**src/design/acm_consts.vh**
```
// Constants for the access-control entry matcher: register map, field places, codes.
// Assumes byte addresses on a 32-bit APB with one register per aligned word.
`ifndef ACM_CONSTS_VH
`define ACM_CONSTS_VH

`define ACM_OFS_CTRL     8'h00
`define ACM_OFS_SA_LO    8'h04
`define ACM_OFS_SA_HI    8'h08
`define ACM_OFS_DA_LO    8'h0C
`define ACM_OFS_DA_HI    8'h10
`define ACM_OFS_VID      8'h14
`define ACM_OFS_SPA      8'h18
`define ACM_OFS_SPA_MSK  8'h1C
`define ACM_OFS_TPA      8'h20
`define ACM_OFS_TPA_MSK  8'h24
`define ACM_OFS_STATUS   8'h28
`define ACM_OFS_HITCNT   8'h2C

`define ACM_RST_WORD     32'h0000_0000

`define ACM_CTL_FTYPE    0
`define ACM_CTL_DENY     3
`define ACM_CTL_SA       4
`define ACM_CTL_DA       5
`define ACM_CTL_VID      8
`define ACM_CTL_PRIO_EN  9
`define ACM_CTL_PRIO     10
`define ACM_CTL_KIND     13
`define ACM_CTL_REQREP   15
`define ACM_CTL_SPA      17
`define ACM_CTL_TPA      19
`define ACM_CTL_SHA      21
`define ACM_CTL_THA      23
`define ACM_CTL_LEN      25
`define ACM_CTL_HRD      27
`define ACM_CTL_PRO      29

`define ACM_FT_ANY       3'h0
`define ACM_FT_ETYPE     3'h1
`define ACM_FT_ARP       3'h2
`define ACM_FT_IPV4      3'h3
`define ACM_FT_IPV6      3'h4

`define ACM_DA_ANY       3'h0
`define ACM_DA_GROUP     3'h1
`define ACM_DA_ALL       3'h2
`define ACM_DA_SINGLE    3'h3
`define ACM_DA_SPECIFIC  3'h4

`define ACM_KIND_ANY     2'h0
`define ACM_KIND_ARP     2'h1
`define ACM_KIND_RARP    2'h2
`define ACM_KIND_OTHER   2'h3

`define ACM_RR_ANY       2'h0
`define ACM_RR_REQ       2'h1
`define ACM_RR_REPLY     2'h2

`define ACM_IP_ANY       2'h0
`define ACM_IP_HOST      2'h1
`define ACM_IP_NET       2'h2

`define ACM_TRI_ANY      2'h0
`define ACM_TRI_ZERO     2'h1
`define ACM_TRI_ONE      2'h2

`define ACM_OP_ARP_REQ   16'h0001
`define ACM_OP_ARP_REP   16'h0002
`define ACM_OP_RARP_REQ  16'h0003
`define ACM_OP_RARP_REP  16'h0004
`define ACM_HRD_ETH      16'h0001
`define ACM_PRO_IP       16'h0800
`define ACM_HLN_ETH      8'h06
`define ACM_PLN_IP       8'h04
`define ACM_ALL_ONES     48'hFFFF_FFFF_FFFF

`endif

```
**src/design/acm_arp_check.v**
```verilog
// ARP and RARP payload criteria of one access-control entry, purely combinational.
// Assumes the parser presents every field steady while the frame is being judged.
`timescale 1ns/100ps
`include "acm_consts.vh"

module acm_arp_check (
   kind_sel,
   reqrep_sel,
   spa_mode,
   tpa_mode,
   sha_mode,
   tha_mode,
   len_mode,
   hrd_mode,
   pro_mode,
   spa_cfg,
   spa_msk,
   tpa_cfg,
   tpa_msk,
   arp_op,
   arp_hrd,
   arp_pro,
   arp_hln,
   arp_pln,
   arp_sha,
   arp_spa,
   arp_tha,
   arp_tpa,
   frm_sa,
   arp_ok
);
   input  wire [1:0]  kind_sel;
   input  wire [1:0]  reqrep_sel;
   input  wire [1:0]  spa_mode;
   input  wire [1:0]  tpa_mode;
   input  wire [1:0]  sha_mode;
   input  wire [1:0]  tha_mode;
   input  wire [1:0]  len_mode;
   input  wire [1:0]  hrd_mode;
   input  wire [1:0]  pro_mode;
   input  wire [31:0] spa_cfg;
   input  wire [31:0] spa_msk;
   input  wire [31:0] tpa_cfg;
   input  wire [31:0] tpa_msk;
   input  wire [15:0] arp_op;
   input  wire [15:0] arp_hrd;
   input  wire [15:0] arp_pro;
   input  wire [7:0]  arp_hln;
   input  wire [7:0]  arp_pln;
   input  wire [47:0] arp_sha;
   input  wire [31:0] arp_spa;
   input  wire [47:0] arp_tha;
   input  wire [31:0] arp_tpa;
   input  wire [47:0] frm_sa;
   output wire        arp_ok;

   // A reserved code behaves as don't-care rather than blocking every frame.
   function tri_ok;
      input [1:0] mode;
      input       cond;
      begin
         case (mode)
            `ACM_TRI_ZERO: tri_ok = ~cond;
            `ACM_TRI_ONE:  tri_ok = cond;
            default:       tri_ok = 1'b1;
         endcase
      end
   endfunction

   function ip_ok;
      input [1:0]  mode;
      input [31:0] fa;
      input [31:0] ca;
      input [31:0] mk;
      begin
         case (mode)
            `ACM_IP_HOST: ip_ok = (fa == ca);
            `ACM_IP_NET:  ip_ok = ((fa & mk) == (ca & mk));
            default:      ip_ok = 1'b1;
         endcase
      end
   endfunction

   wire op_arq = (arp_op == `ACM_OP_ARP_REQ);
   wire op_arp = (arp_op == `ACM_OP_ARP_REP);
   wire op_rrq = (arp_op == `ACM_OP_RARP_REQ);
   wire op_rrp = (arp_op == `ACM_OP_RARP_REP);
   wire is_arp = op_arq | op_arp;
   wire is_rarp = op_rrq | op_rrp;

   reg kind_ok;
   reg rr_ok;
   always @* begin
      case (kind_sel)
         `ACM_KIND_ARP:   kind_ok = is_arp;
         `ACM_KIND_RARP:  kind_ok = is_rarp;
         `ACM_KIND_OTHER: kind_ok = ~is_arp & ~is_rarp;
         default:         kind_ok = 1'b1;
      endcase
      case (reqrep_sel)
         `ACM_RR_REQ:   rr_ok = op_arq | op_rrq;
         `ACM_RR_REPLY: rr_ok = op_arp | op_rrp;
         default:       rr_ok = 1'b1;
      endcase
   end

   wire spa_ok = ip_ok(spa_mode, arp_spa, spa_cfg, spa_msk);
   wire tpa_ok = ip_ok(tpa_mode, arp_tpa, tpa_cfg, tpa_msk);
   wire sha_ok = tri_ok(sha_mode, arp_sha == frm_sa);
   // Non-RARP frames pass the target hardware check untouched.
   wire tha_ok = ~is_rarp | tri_ok(tha_mode, arp_tha == frm_sa);
   wire len_eq = (arp_hln == `ACM_HLN_ETH) & (arp_pln == `ACM_PLN_IP);
   wire len_ok = tri_ok(len_mode, len_eq);
   wire hrd_ok = tri_ok(hrd_mode, arp_hrd == `ACM_HRD_ETH);
   wire pro_ok = tri_ok(pro_mode, arp_pro == `ACM_PRO_IP);

   assign arp_ok = kind_ok & rr_ok & spa_ok & tpa_ok & sha_ok & tha_ok & len_ok & hrd_ok & pro_ok;
endmodule

```
**src/design/acm_matcher.v**
```verilog
// Match stage of one access-control entry with its APB register file.
// Assumes frame fields come from a parser on sys_clk, valid in the cycle of frm_valid.
`timescale 1ns/100ps
`include "acm_consts.vh"

// Notes on behaviour
// - Source address check only for entries of Ethernet-type or ARP frame type.
// - Source filter don't-care ignores address; specific needs full 48-bit equality.
// - Destination filter: don't-care, group, all-stations, single-station, or specific.
// - Specific destination filter hits only on exact 48-bit address equality.
// - VLAN filter don't-care or specific; specific needs equal identifier, 1 to 4095.
// - Priority filter holds 0 to 7 for equality, or don't-care.
// - Kind selector: don't-care, ARP, RARP, or other meaning unknown opcode.
// - Request/reply selector matches ARP or RARP request, or reply opcodes.
// - Sender protocol address: don't-care, host equality, or masked network equality.
// - Target protocol address: don't-care, host equality, or masked network equality.
// - Sender hardware address versus source address: equal, differ, or don't-care.
// - RARP target hardware address versus source address: equal, differ, or don't-care.
// - Length check wants hardware length 6 and protocol length 4; zero negates.
// - Hardware space check wants type 1; zero negates, don't-care ignores.
// - Protocol space check wants 0x800; zero negates, don't-care ignores.
// - Frame types exclusive; ARP and IP frames never match Ethernet-type entries.
// - A hit on a deny entry drops the frame.
module acm_matcher (
   sys_clk,
   arst_n,
   psel,
   penable,
   pwrite,
   paddr,
   pwdata,
   prdata,
   pready,
   pslverr,
   frm_valid,
   frm_kind,
   frm_sa,
   frm_da,
   frm_vid,
   frm_prio,
   arp_op,
   arp_hrd,
   arp_pro,
   arp_hln,
   arp_pln,
   arp_sha,
   arp_spa,
   arp_tha,
   arp_tpa,
   res_valid,
   ace_hit,
   ace_drop
);
   input  wire        sys_clk;
   input  wire        arst_n;
   input  wire        psel;
   input  wire        penable;
   input  wire        pwrite;
   input  wire [7:0]  paddr;
   input  wire [31:0] pwdata;
   output reg  [31:0] prdata;
   output reg         pready;
   output reg         pslverr;
   input  wire        frm_valid;
   input  wire [2:0]  frm_kind;
   input  wire [47:0] frm_sa;
   input  wire [47:0] frm_da;
   input  wire [11:0] frm_vid;
   input  wire [2:0]  frm_prio;
   input  wire [15:0] arp_op;
   input  wire [15:0] arp_hrd;
   input  wire [15:0] arp_pro;
   input  wire [7:0]  arp_hln;
   input  wire [7:0]  arp_pln;
   input  wire [47:0] arp_sha;
   input  wire [31:0] arp_spa;
   input  wire [47:0] arp_tha;
   input  wire [31:0] arp_tpa;
   output reg         res_valid;
   output reg         ace_hit;
   output reg         ace_drop;

   reg [31:0] ctrl_reg;
   reg [31:0] sa_lo_reg;
   reg [15:0] sa_hi_reg;
   reg [31:0] da_lo_reg;
   reg [15:0] da_hi_reg;
   reg [11:0] vid_reg;
   reg [31:0] spa_reg;
   reg [31:0] spa_msk_reg;
   reg [31:0] tpa_reg;
   reg [31:0] tpa_msk_reg;
   reg [31:0] hitcnt_reg;

   wire [2:0] ftype  = ctrl_reg[`ACM_CTL_FTYPE +: 3];
   wire       deny   = ctrl_reg[`ACM_CTL_DENY];
   wire       sa_en  = ctrl_reg[`ACM_CTL_SA];
   wire [2:0] da_sel = ctrl_reg[`ACM_CTL_DA +: 3];
   wire       vid_en = ctrl_reg[`ACM_CTL_VID];
   wire       pr_en  = ctrl_reg[`ACM_CTL_PRIO_EN];
   wire [2:0] pr_val = ctrl_reg[`ACM_CTL_PRIO +: 3];
   wire [47:0] sa_cfg = {sa_hi_reg, sa_lo_reg};
   wire [47:0] da_cfg = {da_hi_reg, da_lo_reg};

   // Setup cycle answers with pready in the next cycle, so every access takes one wait-free access phase.
   wire setup = psel & ~penable;
   wire acc_done = psel & penable & pready;
   wire wr_en = acc_done & pwrite;

   function mapped;
      input [7:0] a;
      begin
         case (a)
            `ACM_OFS_CTRL, `ACM_OFS_SA_LO, `ACM_OFS_SA_HI, `ACM_OFS_DA_LO,
            `ACM_OFS_DA_HI, `ACM_OFS_VID, `ACM_OFS_SPA, `ACM_OFS_SPA_MSK,
            `ACM_OFS_TPA, `ACM_OFS_TPA_MSK, `ACM_OFS_STATUS, `ACM_OFS_HITCNT: mapped = 1'b1;
            default: mapped = 1'b0;
         endcase
      end
   endfunction

   // Status is read-only; a write to it falls through the write decode and changes nothing.
   wire [31:0] status_word = {29'h0000_0000, ace_drop, ace_hit, res_valid};

   reg [31:0] rd_next;
   always @* begin
      case (paddr)
         `ACM_OFS_CTRL:    rd_next = ctrl_reg;
         `ACM_OFS_SA_LO:   rd_next = sa_lo_reg;
         `ACM_OFS_SA_HI:   rd_next = {16'h0000, sa_hi_reg};
         `ACM_OFS_DA_LO:   rd_next = da_lo_reg;
         `ACM_OFS_DA_HI:   rd_next = {16'h0000, da_hi_reg};
         `ACM_OFS_VID:     rd_next = {20'h00000, vid_reg};
         `ACM_OFS_SPA:     rd_next = spa_reg;
         `ACM_OFS_SPA_MSK: rd_next = spa_msk_reg;
         `ACM_OFS_TPA:     rd_next = tpa_reg;
         `ACM_OFS_TPA_MSK: rd_next = tpa_msk_reg;
         `ACM_OFS_STATUS:  rd_next = status_word;
         `ACM_OFS_HITCNT:  rd_next = hitcnt_reg;
         default:          rd_next = 32'h0000_0000;
      endcase
   end

   // Every answer comes one cycle after its setup; the bus never waits longer.
   // Read data is forced to zero outside a read answer so a stale word never leaks onto the bus.
   reg [31:0] prdata_next;
   reg        pready_next;
   reg        pslverr_next;
   always @* begin
      pready_next  = setup;
      pslverr_next = setup & ~mapped(paddr);
      prdata_next  = 32'h0000_0000;
      if (setup & ~pwrite) begin
         prdata_next = rd_next;
      end
   end

   always @(posedge sys_clk or negedge arst_n) begin
      if (!arst_n) begin
         pready  <= 1'b0;
         pslverr <= 1'b0;
         prdata  <= 32'h0000_0000;
      end else begin
         pready  <= pready_next;
         pslverr <= pslverr_next;
         prdata  <= prdata_next;
      end
   end

   always @(posedge sys_clk or negedge arst_n) begin
      if (!arst_n) begin
         ctrl_reg    <= `ACM_RST_WORD;
         sa_lo_reg   <= `ACM_RST_WORD;
         sa_hi_reg   <= 16'h0000;
         da_lo_reg   <= `ACM_RST_WORD;
         da_hi_reg   <= 16'h0000;
         vid_reg     <= 12'h000;
         spa_reg     <= `ACM_RST_WORD;
         spa_msk_reg <= `ACM_RST_WORD;
         tpa_reg     <= `ACM_RST_WORD;
         tpa_msk_reg <= `ACM_RST_WORD;
      end else if (wr_en) begin
         case (paddr)
            `ACM_OFS_CTRL:    ctrl_reg    <= pwdata;
            `ACM_OFS_SA_LO:   sa_lo_reg   <= pwdata;
            `ACM_OFS_SA_HI:   sa_hi_reg   <= pwdata[15:0];
            `ACM_OFS_DA_LO:   da_lo_reg   <= pwdata;
            `ACM_OFS_DA_HI:   da_hi_reg   <= pwdata[15:0];
            `ACM_OFS_VID:     vid_reg     <= pwdata[11:0];
            `ACM_OFS_SPA:     spa_reg     <= pwdata;
            `ACM_OFS_SPA_MSK: spa_msk_reg <= pwdata;
            `ACM_OFS_TPA:     tpa_reg     <= pwdata;
            `ACM_OFS_TPA_MSK: tpa_msk_reg <= pwdata;
            default:          ctrl_reg    <= ctrl_reg;
         endcase
      end
   end

   reg type_ok;
   always @* begin
      case (ftype)
         `ACM_FT_ANY:   type_ok = 1'b1;
         `ACM_FT_ETYPE: type_ok = (frm_kind == `ACM_FT_ETYPE);
         `ACM_FT_ARP:   type_ok = (frm_kind == `ACM_FT_ARP);
         `ACM_FT_IPV4:  type_ok = (frm_kind == `ACM_FT_IPV4);
         `ACM_FT_IPV6:  type_ok = (frm_kind == `ACM_FT_IPV6);
         default:       type_ok = 1'b0;
      endcase
   end

   wire sa_applies = (ftype == `ACM_FT_ETYPE) | (ftype == `ACM_FT_ARP);
   wire sa_ok = ~sa_applies | ~sa_en | (frm_sa == sa_cfg);

   wire da_all = (frm_da == `ACM_ALL_ONES);
   wire da_grp = frm_da[40] & ~da_all;
   wire da_one = ~frm_da[40];
   reg da_ok;
   always @* begin
      case (da_sel)
         `ACM_DA_GROUP:    da_ok = da_grp;
         `ACM_DA_ALL:      da_ok = da_all;
         `ACM_DA_SINGLE:   da_ok = da_one;
         `ACM_DA_SPECIFIC: da_ok = (frm_da == da_cfg);
         default:          da_ok = 1'b1;
      endcase
   end

   // A configured identifier of zero can be written by software, but it never matches a tag.
   wire vid_ok = ~vid_en | ((vid_reg != 12'h000) & (frm_vid == vid_reg));
   wire pr_ok = ~pr_en | (frm_prio == pr_val);

   wire arp_ok;
   acm_arp_check u_arp (
      .kind_sel   (ctrl_reg[`ACM_CTL_KIND +: 2]),
      .reqrep_sel (ctrl_reg[`ACM_CTL_REQREP +: 2]),
      .spa_mode   (ctrl_reg[`ACM_CTL_SPA +: 2]),
      .tpa_mode   (ctrl_reg[`ACM_CTL_TPA +: 2]),
      .sha_mode   (ctrl_reg[`ACM_CTL_SHA +: 2]),
      .tha_mode   (ctrl_reg[`ACM_CTL_THA +: 2]),
      .len_mode   (ctrl_reg[`ACM_CTL_LEN +: 2]),
      .hrd_mode   (ctrl_reg[`ACM_CTL_HRD +: 2]),
      .pro_mode   (ctrl_reg[`ACM_CTL_PRO +: 2]),
      .spa_cfg    (spa_reg),
      .spa_msk    (spa_msk_reg),
      .tpa_cfg    (tpa_reg),
      .tpa_msk    (tpa_msk_reg),
      .arp_op     (arp_op),
      .arp_hrd    (arp_hrd),
      .arp_pro    (arp_pro),
      .arp_hln    (arp_hln),
      .arp_pln    (arp_pln),
      .arp_sha    (arp_sha),
      .arp_spa    (arp_spa),
      .arp_tha    (arp_tha),
      .arp_tpa    (arp_tpa),
      .frm_sa     (frm_sa),
      .arp_ok     (arp_ok)
   );

   // Payload criteria only count for ARP entries; other entries see them as don't-care.
   wire arp_term = (ftype != `ACM_FT_ARP) | arp_ok;
   wire hit_next = type_ok & sa_ok & da_ok & vid_ok & pr_ok & arp_term;
   // Only a frame that is being judged this cycle may move the hit counter.
   wire hit_now  = frm_valid & hit_next;
   wire cnt_clr  = wr_en & (paddr == `ACM_OFS_HITCNT);

   reg        res_valid_next;
   reg        ace_hit_next;
   reg        ace_drop_next;
   reg [31:0] hitcnt_next;
   always @* begin
      res_valid_next = frm_valid;
      ace_hit_next   = ace_hit;
      ace_drop_next  = ace_drop;
      hitcnt_next    = hitcnt_reg;
      // The verdict holds between frames so software can read it back at leisure.
      if (frm_valid) begin
         ace_hit_next  = hit_next;
         ace_drop_next = hit_next & deny;
      end
      // A clear that meets a hit keeps that hit, so no counted frame is lost.
      if (cnt_clr) begin
         hitcnt_next = hit_now ? 32'h0000_0001 : 32'h0000_0000;
      end else if (hit_now) begin
         hitcnt_next = hitcnt_reg + 32'h0000_0001;
      end
   end

   always @(posedge sys_clk or negedge arst_n) begin
      if (!arst_n) begin
         res_valid  <= 1'b0;
         ace_hit    <= 1'b0;
         ace_drop   <= 1'b0;
         hitcnt_reg <= `ACM_RST_WORD;
      end else begin
         res_valid  <= res_valid_next;
         ace_hit    <= ace_hit_next;
         ace_drop   <= ace_drop_next;
         hitcnt_reg <= hitcnt_next;
      end
   end
endmodule

```
**config.mk**
```make
export PLATFORM = sky130hd
export DESIGN_NAME = acm_matcher
export DESIGN_NICKNAME = d
export VERILOG_FILES = /design/src/design/acm_arp_check.v /design/src/design/acm_matcher.v
export VERILOG_INCLUDE_DIRS = /design/src /design/src/design
export SDC_FILE = /design/constraint.sdc
export NUM_CORES = 1
export LEC_CHECK = 0
export CORE_UTILIZATION = 43
export CTS_BUF_LIST = sky130_fd_sc_hd__clkbuf_8
export CTS_CLUSTER_SIZE = 16
export DETAILED_ROUTE_END_ITERATION = 16
export DONT_BUFFER_PORTS = 1
export PLACE_DENSITY = 0.57
export SLEW_MARGIN = 20
export SYNTH_ARGS = -nofsm -noshare
export SYNTH_HDL_FRONTEND = slang
export SYNTH_SLANG_ARGS = --single-unit
```
**constraint.sdc**
```tcl
create_clock -name sys_clk -period 3.2 [get_ports sys_clk]
set_input_delay 0.16 -clock sys_clk [delete_from_list [all_inputs] [get_ports sys_clk]]
set_output_delay 0.16 -clock sys_clk [all_outputs]
set_load 0.03 [all_outputs]
```
# After elaboration in Yosys (flattened, before gate mapping)
# Index checks and enable logic that the tools add are counted.
dict set report op_classes {
  n_mux 17
  reduce_logical 15
  n_bitwise 57
  add_sub_neg 1
  n_eq_ne 62
}
# cell n
set op_table {}
lappend op_table {{32-bit case mux with 12 select lines} 1}
lappend op_table {{48-bit == test} 4}
lappend op_table {{32-bit AND} 4}
lappend op_table {{32-bit == test} 4}
lappend op_table {{32-bit 2-to-1 mux} 3}
lappend op_table {{48-bit == test (second input constant)} 1}
lappend op_table {{32-bit by 1-bit adder with 32-bit output (second input constant)} 1}
lappend op_table {{16-bit by 1-bit == test with 1-bit output (second input constant)} 2}
lappend op_table {{16-bit by 2-bit == test with 1-bit output (second input constant)} 2}
lappend op_table {{8-bit by 5-bit == test with 1-bit output (second input constant)} 4}
lappend op_table {{8-bit by 6-bit == test with 1-bit output (second input constant)} 4}
lappend op_table {{1-bit AND} 26}
lappend op_table {{8-bit by 3-bit == test with 1-bit output (second input constant)} 3}
lappend op_table {{2-bit == test (second input constant)} 10}
lappend op_table {{2-bit AND reduction} 10}
lappend op_table {{2-bit by 1-bit == test with 1-bit output (second input constant)} 9}
lappend op_table {{3-bit by 2-bit == test with 1-bit output (second input constant)} 6}
lappend op_table {{16-bit by 12-bit == test with 1-bit output (second input constant)} 1}
lappend op_table {{16-bit by 3-bit == test with 1-bit output (second input constant)} 1}
lappend op_table {{8-bit by 4-bit == test with 1-bit output (second input constant)} 2}
lappend op_table {{1-bit NOT} 16}
lappend op_table {{1-bit case mux with 2 select lines} 8}
lappend op_table {{12-bit == test} 1}
lappend op_table {{12-bit nonzero test} 1}
lappend op_table {{13 further kinds} 28}
dict set report word_totals {
  ff_bits 337
  inputBits 384
  output_inout_bits 37
  elab_cells 169
}

# Longest topological paths before layout
dict set report depth {
  word_depth 18
  mapped_depth 12
  ltp_nobuf 10
}

# Modules after synthesis
# Synthesis repeated with hierarchy kept, for this count alone.
dict set report hier_totals {
  hier_cells 1600
  hier_area_um2 18671.7
}
# mod instances cells_per_inst seq_area_each_um2 area_each_um2
set modules_own_cells {}
lappend modules_own_cells {acm_matcher 1 1261 8433.1 15991.6}
lappend modules_own_cells {acm_arp_check 1 339 0.0 2680.1}

# Worst setup path before layout
# Ideal clock, no wire load.
dict set report synth_timing {
  kind {flip-flop to flip-flop}
  startpoint {register ctrl_reg[2]}
  endpoint {register hitcnt_reg[22]}
  period_less_slack_ns 2.797
  n_path_buf 1
  t_arrival_ns 2.719
  stages_incl_launch_ff 11
  setup_slack_ns 0.403
  t_required_ns 3.122
  setup_ns 0.078
  path_cell_list {dfrtp_1 -> or3b_1 -> a21o_1 -> a21oi_2 -> o2111ai_1 -> a221o_1 -> nor4_4 -> a31oi_4 -> buf_6 -> or4_1 -> a21oi_1}
}
dict set report synth_between {
  elab_chain_len 12
  word_cells_on_any_way 19
  cone_classes {5 x eq/ne; 1 x mux; 11 x bitwise; 2 x reduce/logical}
}
# element line
set synth_lines {}
lappend synth_lines {{start: declaration} acm_matcher.v:83} ;# reg [31:0] ctrl_reg;
lappend synth_lines {{start signal: assignment} acm_matcher.v:172} ;# ctrl_reg <= `ACM_RST_WORD;
lappend synth_lines {{start signal: assignment} acm_matcher.v:184} ;# `ACM_OFS_CTRL: ctrl_reg <= pwdata;
lappend synth_lines {{start signal: assignment} acm_matcher.v:194} ;# default: ctrl_reg <= ctrl_reg;
lappend synth_lines {{3-bit by 1-bit == test with 1-bit output or 3-bit by 2-bit == test with 1-bit output (tied branches)} acm_matcher.v:201} ;# case (ftype)
lappend synth_lines {{1-bit bitwise OR} acm_matcher.v:211} ;# wire sa_applies = (ftype == `ACM_FT_ETYPE) | (ftype == `ACM_FT_ARP);
lappend synth_lines {{1-bit NOT} acm_matcher.v:212} ;# wire sa_ok = ~sa_applies | ~sa_en | (frm_sa == sa_cfg);
lappend synth_lines {{1-bit bitwise OR (2 in series)} acm_matcher.v:212}
lappend synth_lines {{1-bit AND (4 in series)} acm_matcher.v:262} ;# wire hit_next = type_ok & sa_ok & da_ok & vid_ok & pr_ok & arp_term;
lappend synth_lines {{1-bit AND (*)} acm_matcher.v:262}
lappend synth_lines {{1-bit AND (*)} acm_matcher.v:264} ;# wire hit_now = frm_valid & hit_next;
lappend synth_lines {{2-bit nonzero test (no source line) (*)} --}
lappend synth_lines {{end signal: assignment} acm_matcher.v:294} ;# hitcnt_reg <= `ACM_RST_WORD;
lappend synth_lines {{end signal: assignment} acm_matcher.v:299} ;# hitcnt_reg <= hitcnt_next;
lappend synth_lines {{end: declaration} acm_matcher.v:93} ;# reg [31:0] hitcnt_reg;
# Mark *: on every way between the ends. The rest lies on a longest branch, timed or not.
# A chain may end at the register's enable or synchronous reset.

# Final worst setup path
dict set report layout_timing {
  startpoint {register da_lo_reg[30]}
  endpoint {register hitcnt_reg[3]}
}
dict set report layout_between {
  elab_chain_len 8
}
# element line
set layout_lines {}
lappend layout_lines {{start: declaration} acm_matcher.v:86} ;# reg [31:0] da_lo_reg;
lappend layout_lines {{start signal: assignment} acm_matcher.v:175} ;# da_lo_reg <= `ACM_RST_WORD;
lappend layout_lines {{start signal: assignment} acm_matcher.v:187} ;# `ACM_OFS_DA_LO: da_lo_reg <= pwdata;
lappend layout_lines {{48-bit == test} acm_matcher.v:223} ;# `ACM_DA_SPECIFIC: da_ok = (frm_da == da_cfg);
lappend layout_lines {{1-bit case mux with 4 select lines} acm_matcher.v:219} ;# case (da_sel)
lappend layout_lines {{1-bit AND (4 in series)} acm_matcher.v:262}
lappend layout_lines {{1-bit AND} acm_matcher.v:264}
lappend layout_lines {{2-bit nonzero test (no source line)} --}
# No other way between the ends.

==> flow_metrics.env <==
export IMPL_synthSimpleGateAreaFrac_pct=9.18
export IMPL_clk_pin_slew_worst_paths_ns=0.06
export IMPL_synthesis_nets=2026
export IMPL_placed_cell_area_um2=19800
export IMPL_dp_hpwl_mm=64.2
export IMPL_async_reset_ff_share_pct=100
export IMPL_first_iter_violations=1689
export IMPL_cp_slowest_cell="dfrtp_1"
export IMPL_clock_skew_ns=0.0251
export IMPL_synth_adder_area_share_pct=1.14
export IMPL_cp_startpoint="da_lo_reg[30]"
export IMPL_ys_seq_area_share_pct=45.4
export IMPL_min_period_ns=3.11
export IMPL_fmax_ghz=0.322
export IMPL_reg2reg_from="da_lo_reg[30]"
export IMPL_ys_warn_count=0
export IMPL_dieWidth_um=210
export IMPL_synth_compound_area_share_pct=12.2
export IMPL_antenna_found_initial=7
export IMPL_path_buf_inv=2
export IMPL_p_leak_nw=9.38
export IMPL_wirelength_mm=84.4
export IMPL_htreeDepth=2
export IMPL_fin_ws_ns=0.0926
export IMPL_avgSynthCellArea_um2=11.4
export IMPL_cts_sinks=337
export IMPL_path_delay_family="simple AND/OR/NAND/NOR gates"
export IMPL_start_util_pct=43.9
export IMPL_synth_edf_count=0
export IMPL_drc=0
export IMPL_viasPerCell=6.59
export IMPL_routabilityCongestion=0.940
export IMPL_synthFlopType="dfrtp_1"
export IMPL_hp_class="primary input to asynchronous set/reset pin"
export IMPL_ctsHoldBuffers=38
export IMPL_dieArea_um2=44000
export IMPL_setup_viol=0
export IMPL_area_growth_pct=15.8
export IMPL_ys_types=58
export IMPL_max_cap_violations=0
export IMPL_slew_violations=0
export IMPL_num_fill_cells=3907
export IMPL_cp_common_cell="nand4_1"
export IMPL_grt_pass1_vias=15449
export IMPL_synth_mux_area_fraction_pct=16.5
export IMPL_synth_top_family_by_area="multiplexers"
export IMPL_place_ws_ns=-0.0407
export IMPL_clock_path_buffers=3
export IMPL_synth_xor_area_share_pct=13.0
export IMPL_end_kind="flop"
export IMPL_final_cell_area_um2=21500
export IMPL_fin_nets=2146
export IMPL_finalPower_mw=9.36
export IMPL_final_setup_tns_ns=0
export IMPL_path_max_fanout=22
export IMPL_grt_util_all_layers_pct=38.1
export IMPL_status="finished, violations left"
export IMPL_syn_inst=1625
export IMPL_grt_remaining_overflow=0
export IMPL_hold_slack_ns=-0.809
export IMPL_violations="negative hold slack"
export IMPL_netlist_area_um2=18600
export IMPL_grt_max_degree=338
export IMPL_ant_nets=0
export IMPL_arrival_ns=3.70
export IMPL_power_density_nw_per_um2=435
export IMPL_final_util_pct=50.8
export IMPL_core_area_um2=42300
export IMPL_cp_required_ns=3.79
export IMPL_max_slew_worst_pin_slew_ns=1.34
export IMPL_final_cell_count_no_fill=2374
export IMPL_hold_violations=337
export IMPL_slew_headroom_pct=10.6
export IMPL_path_cells="xnor2_1 > nand4_1 > nor4_1 > nand4_1 > o31a_1 > nor4_4 > a31oi_4 > buf_12 > buf_4 > or3_1 > a21oi_1"
export IMPL_clk_latency_ns=0.68
export IMPL_worstSetupPathType="flop to flop"
export IMPL_cts_root_buf="clkbuf_8"
export IMPL_wire_per_inst_um=35.5
export IMPL_timing_final_crit_share_pct=97.1
export IMPL_multi_input_area_um2=9750
export IMPL_cts_inserted_buffers=61
export IMPL_start_kind="flop"
export IMPL_vias=15654
export IMPL_r2r_setup_slack_ns=0.09
export IMPL_cts_tree="yes"
export IMPL_irDropWorstVdd_v=0.000302
export IMPL_seq_area_um2=8430
export IMPL_grt_pass1_wl_mm=117
export IMPL_ys_seq_elements=337
export IMPL_rows=75
export IMPL_fp_dieH_um=210
export IMPL_dp_cells=2217
export IMPL_critPathMaxStageDelay_ns=0.52
export IMPL_drive_gt1_share_pct=27.2
export IMPL_io_buffers=0
export IMPL_pin_count=421
export IMPL_drt_pre_antenna_iters=8
## path summary, 6_finish.rpt
| check | end | cells past startpoint |
|---|---|---|
| max | hitcnt_reg[3] | 11 |
| min | prdata[28] | 0 |
| max reg2reg | hitcnt_reg[3] | 11 |
| min reg2reg | ctrl_reg[31] | 1 |
| max in group asynchronous | da_hi_reg[10] | 0 |
| min in group sys_clk | res_valid | 1 |
## what timing repair did
action                     CTS  global route
pin swaps                    0             7
setup endpoints to repair   15            26
resized for setup            2            11
setup buffers                0             3
gates cloned                 0             1
hold endpoints to repair   610           337
## cell families (layout without fill, tap and decap cells)
logic type	after synthesis	in the layout
AOI/OAI and AO/OA	300	300
and+or+nand+nor	297	297
buffers and inverters	126	293
muxes	273	273
DFF	337	337
xor gates and xnor gates	275	275
adders and majority gates	17	17
other	0	5
## power breakdown
group	total (mW)	switching, mW	internal [mW]
Combinational	0.692	0.394	0.298
Sequential	4.43	0.106	4.32
Clock	4.24	1.94	2.30
Total	9.36	2.44	6.92
## cell usage in the layout (no fill, tap or decap), types with 22 or more instances in the layout
cell type      count
mux2_2           272
o21ai_0           23
nor2_1            22
dlygate4sd3_1     38
nor4_1            43
a22o_1            41
buf_4             96
inv_1             67
nand4_1           74
clkbuf_8          80
a21oi_1           30
nand2_1           41
a22oi_1           73
a221oi_1          39
dfrtp_1          336
xnor2_1          171
xor2_1           102
## cell type report
class                   instances  share of cell area [%]
multi-input cells            1162                    45.3
flip-flops and latches        337                    39.2
repair buffers                137                    5.42
clock buffers                  80                    5.12
well taps                     577                    3.36
inverters                      46                   0.803
clock inverters                30                   0.715
diodes                          5                  0.0582
## layer usage
metal,global-route usage (%),wire length [um],vias up
met3,9.79,8810,240
met5,0,10,-
met2,58.3,37500,1041
met4,23.2,5570,2
met1,48.3,32500,7997
li1,-,-,6374
## cells in the mapped netlist (3+ instances only)
library cell	n	share of area, %
a211oi_1	3	0.12
a21oi_1	30	0.81
a221oi_1	39	1.8
a222oi_1	10	0.54
a22o_1	41	1.9
a22oi_1	73	2.9
a31oi_1	18	0.61
a41oi_1	16	0.75
and2_1	6	0.20
and3_1	7	0.24
and4_1	3	0.14
buf_1	39	0.79
clkbuf_1	40	0.81
dfrtp_1	337	45
ha_1	17	1.1
inv_1	46	0.93
mux2_2	272	16
nand2_1	41	0.83
nand2b_1	3	0.10
nand3_1	19	0.51
nand3b_1	6	0.24
nand4_1	74	2.5
nor2_1	30	0.61
nor2b_1	3	0.10
nor3_1	14	0.38
nor4_1	48	1.6
nor4b_1	6	0.28
o21ai_0	23	0.62
o22ai_1	14	0.47
o31ai_1	12	0.48
or3_1	20	0.67
or4_1	11	0.44
xnor2_1	173	8.2
xor2_1	102	4.8
Note: power is estimated with default switching activity, not from simulation.
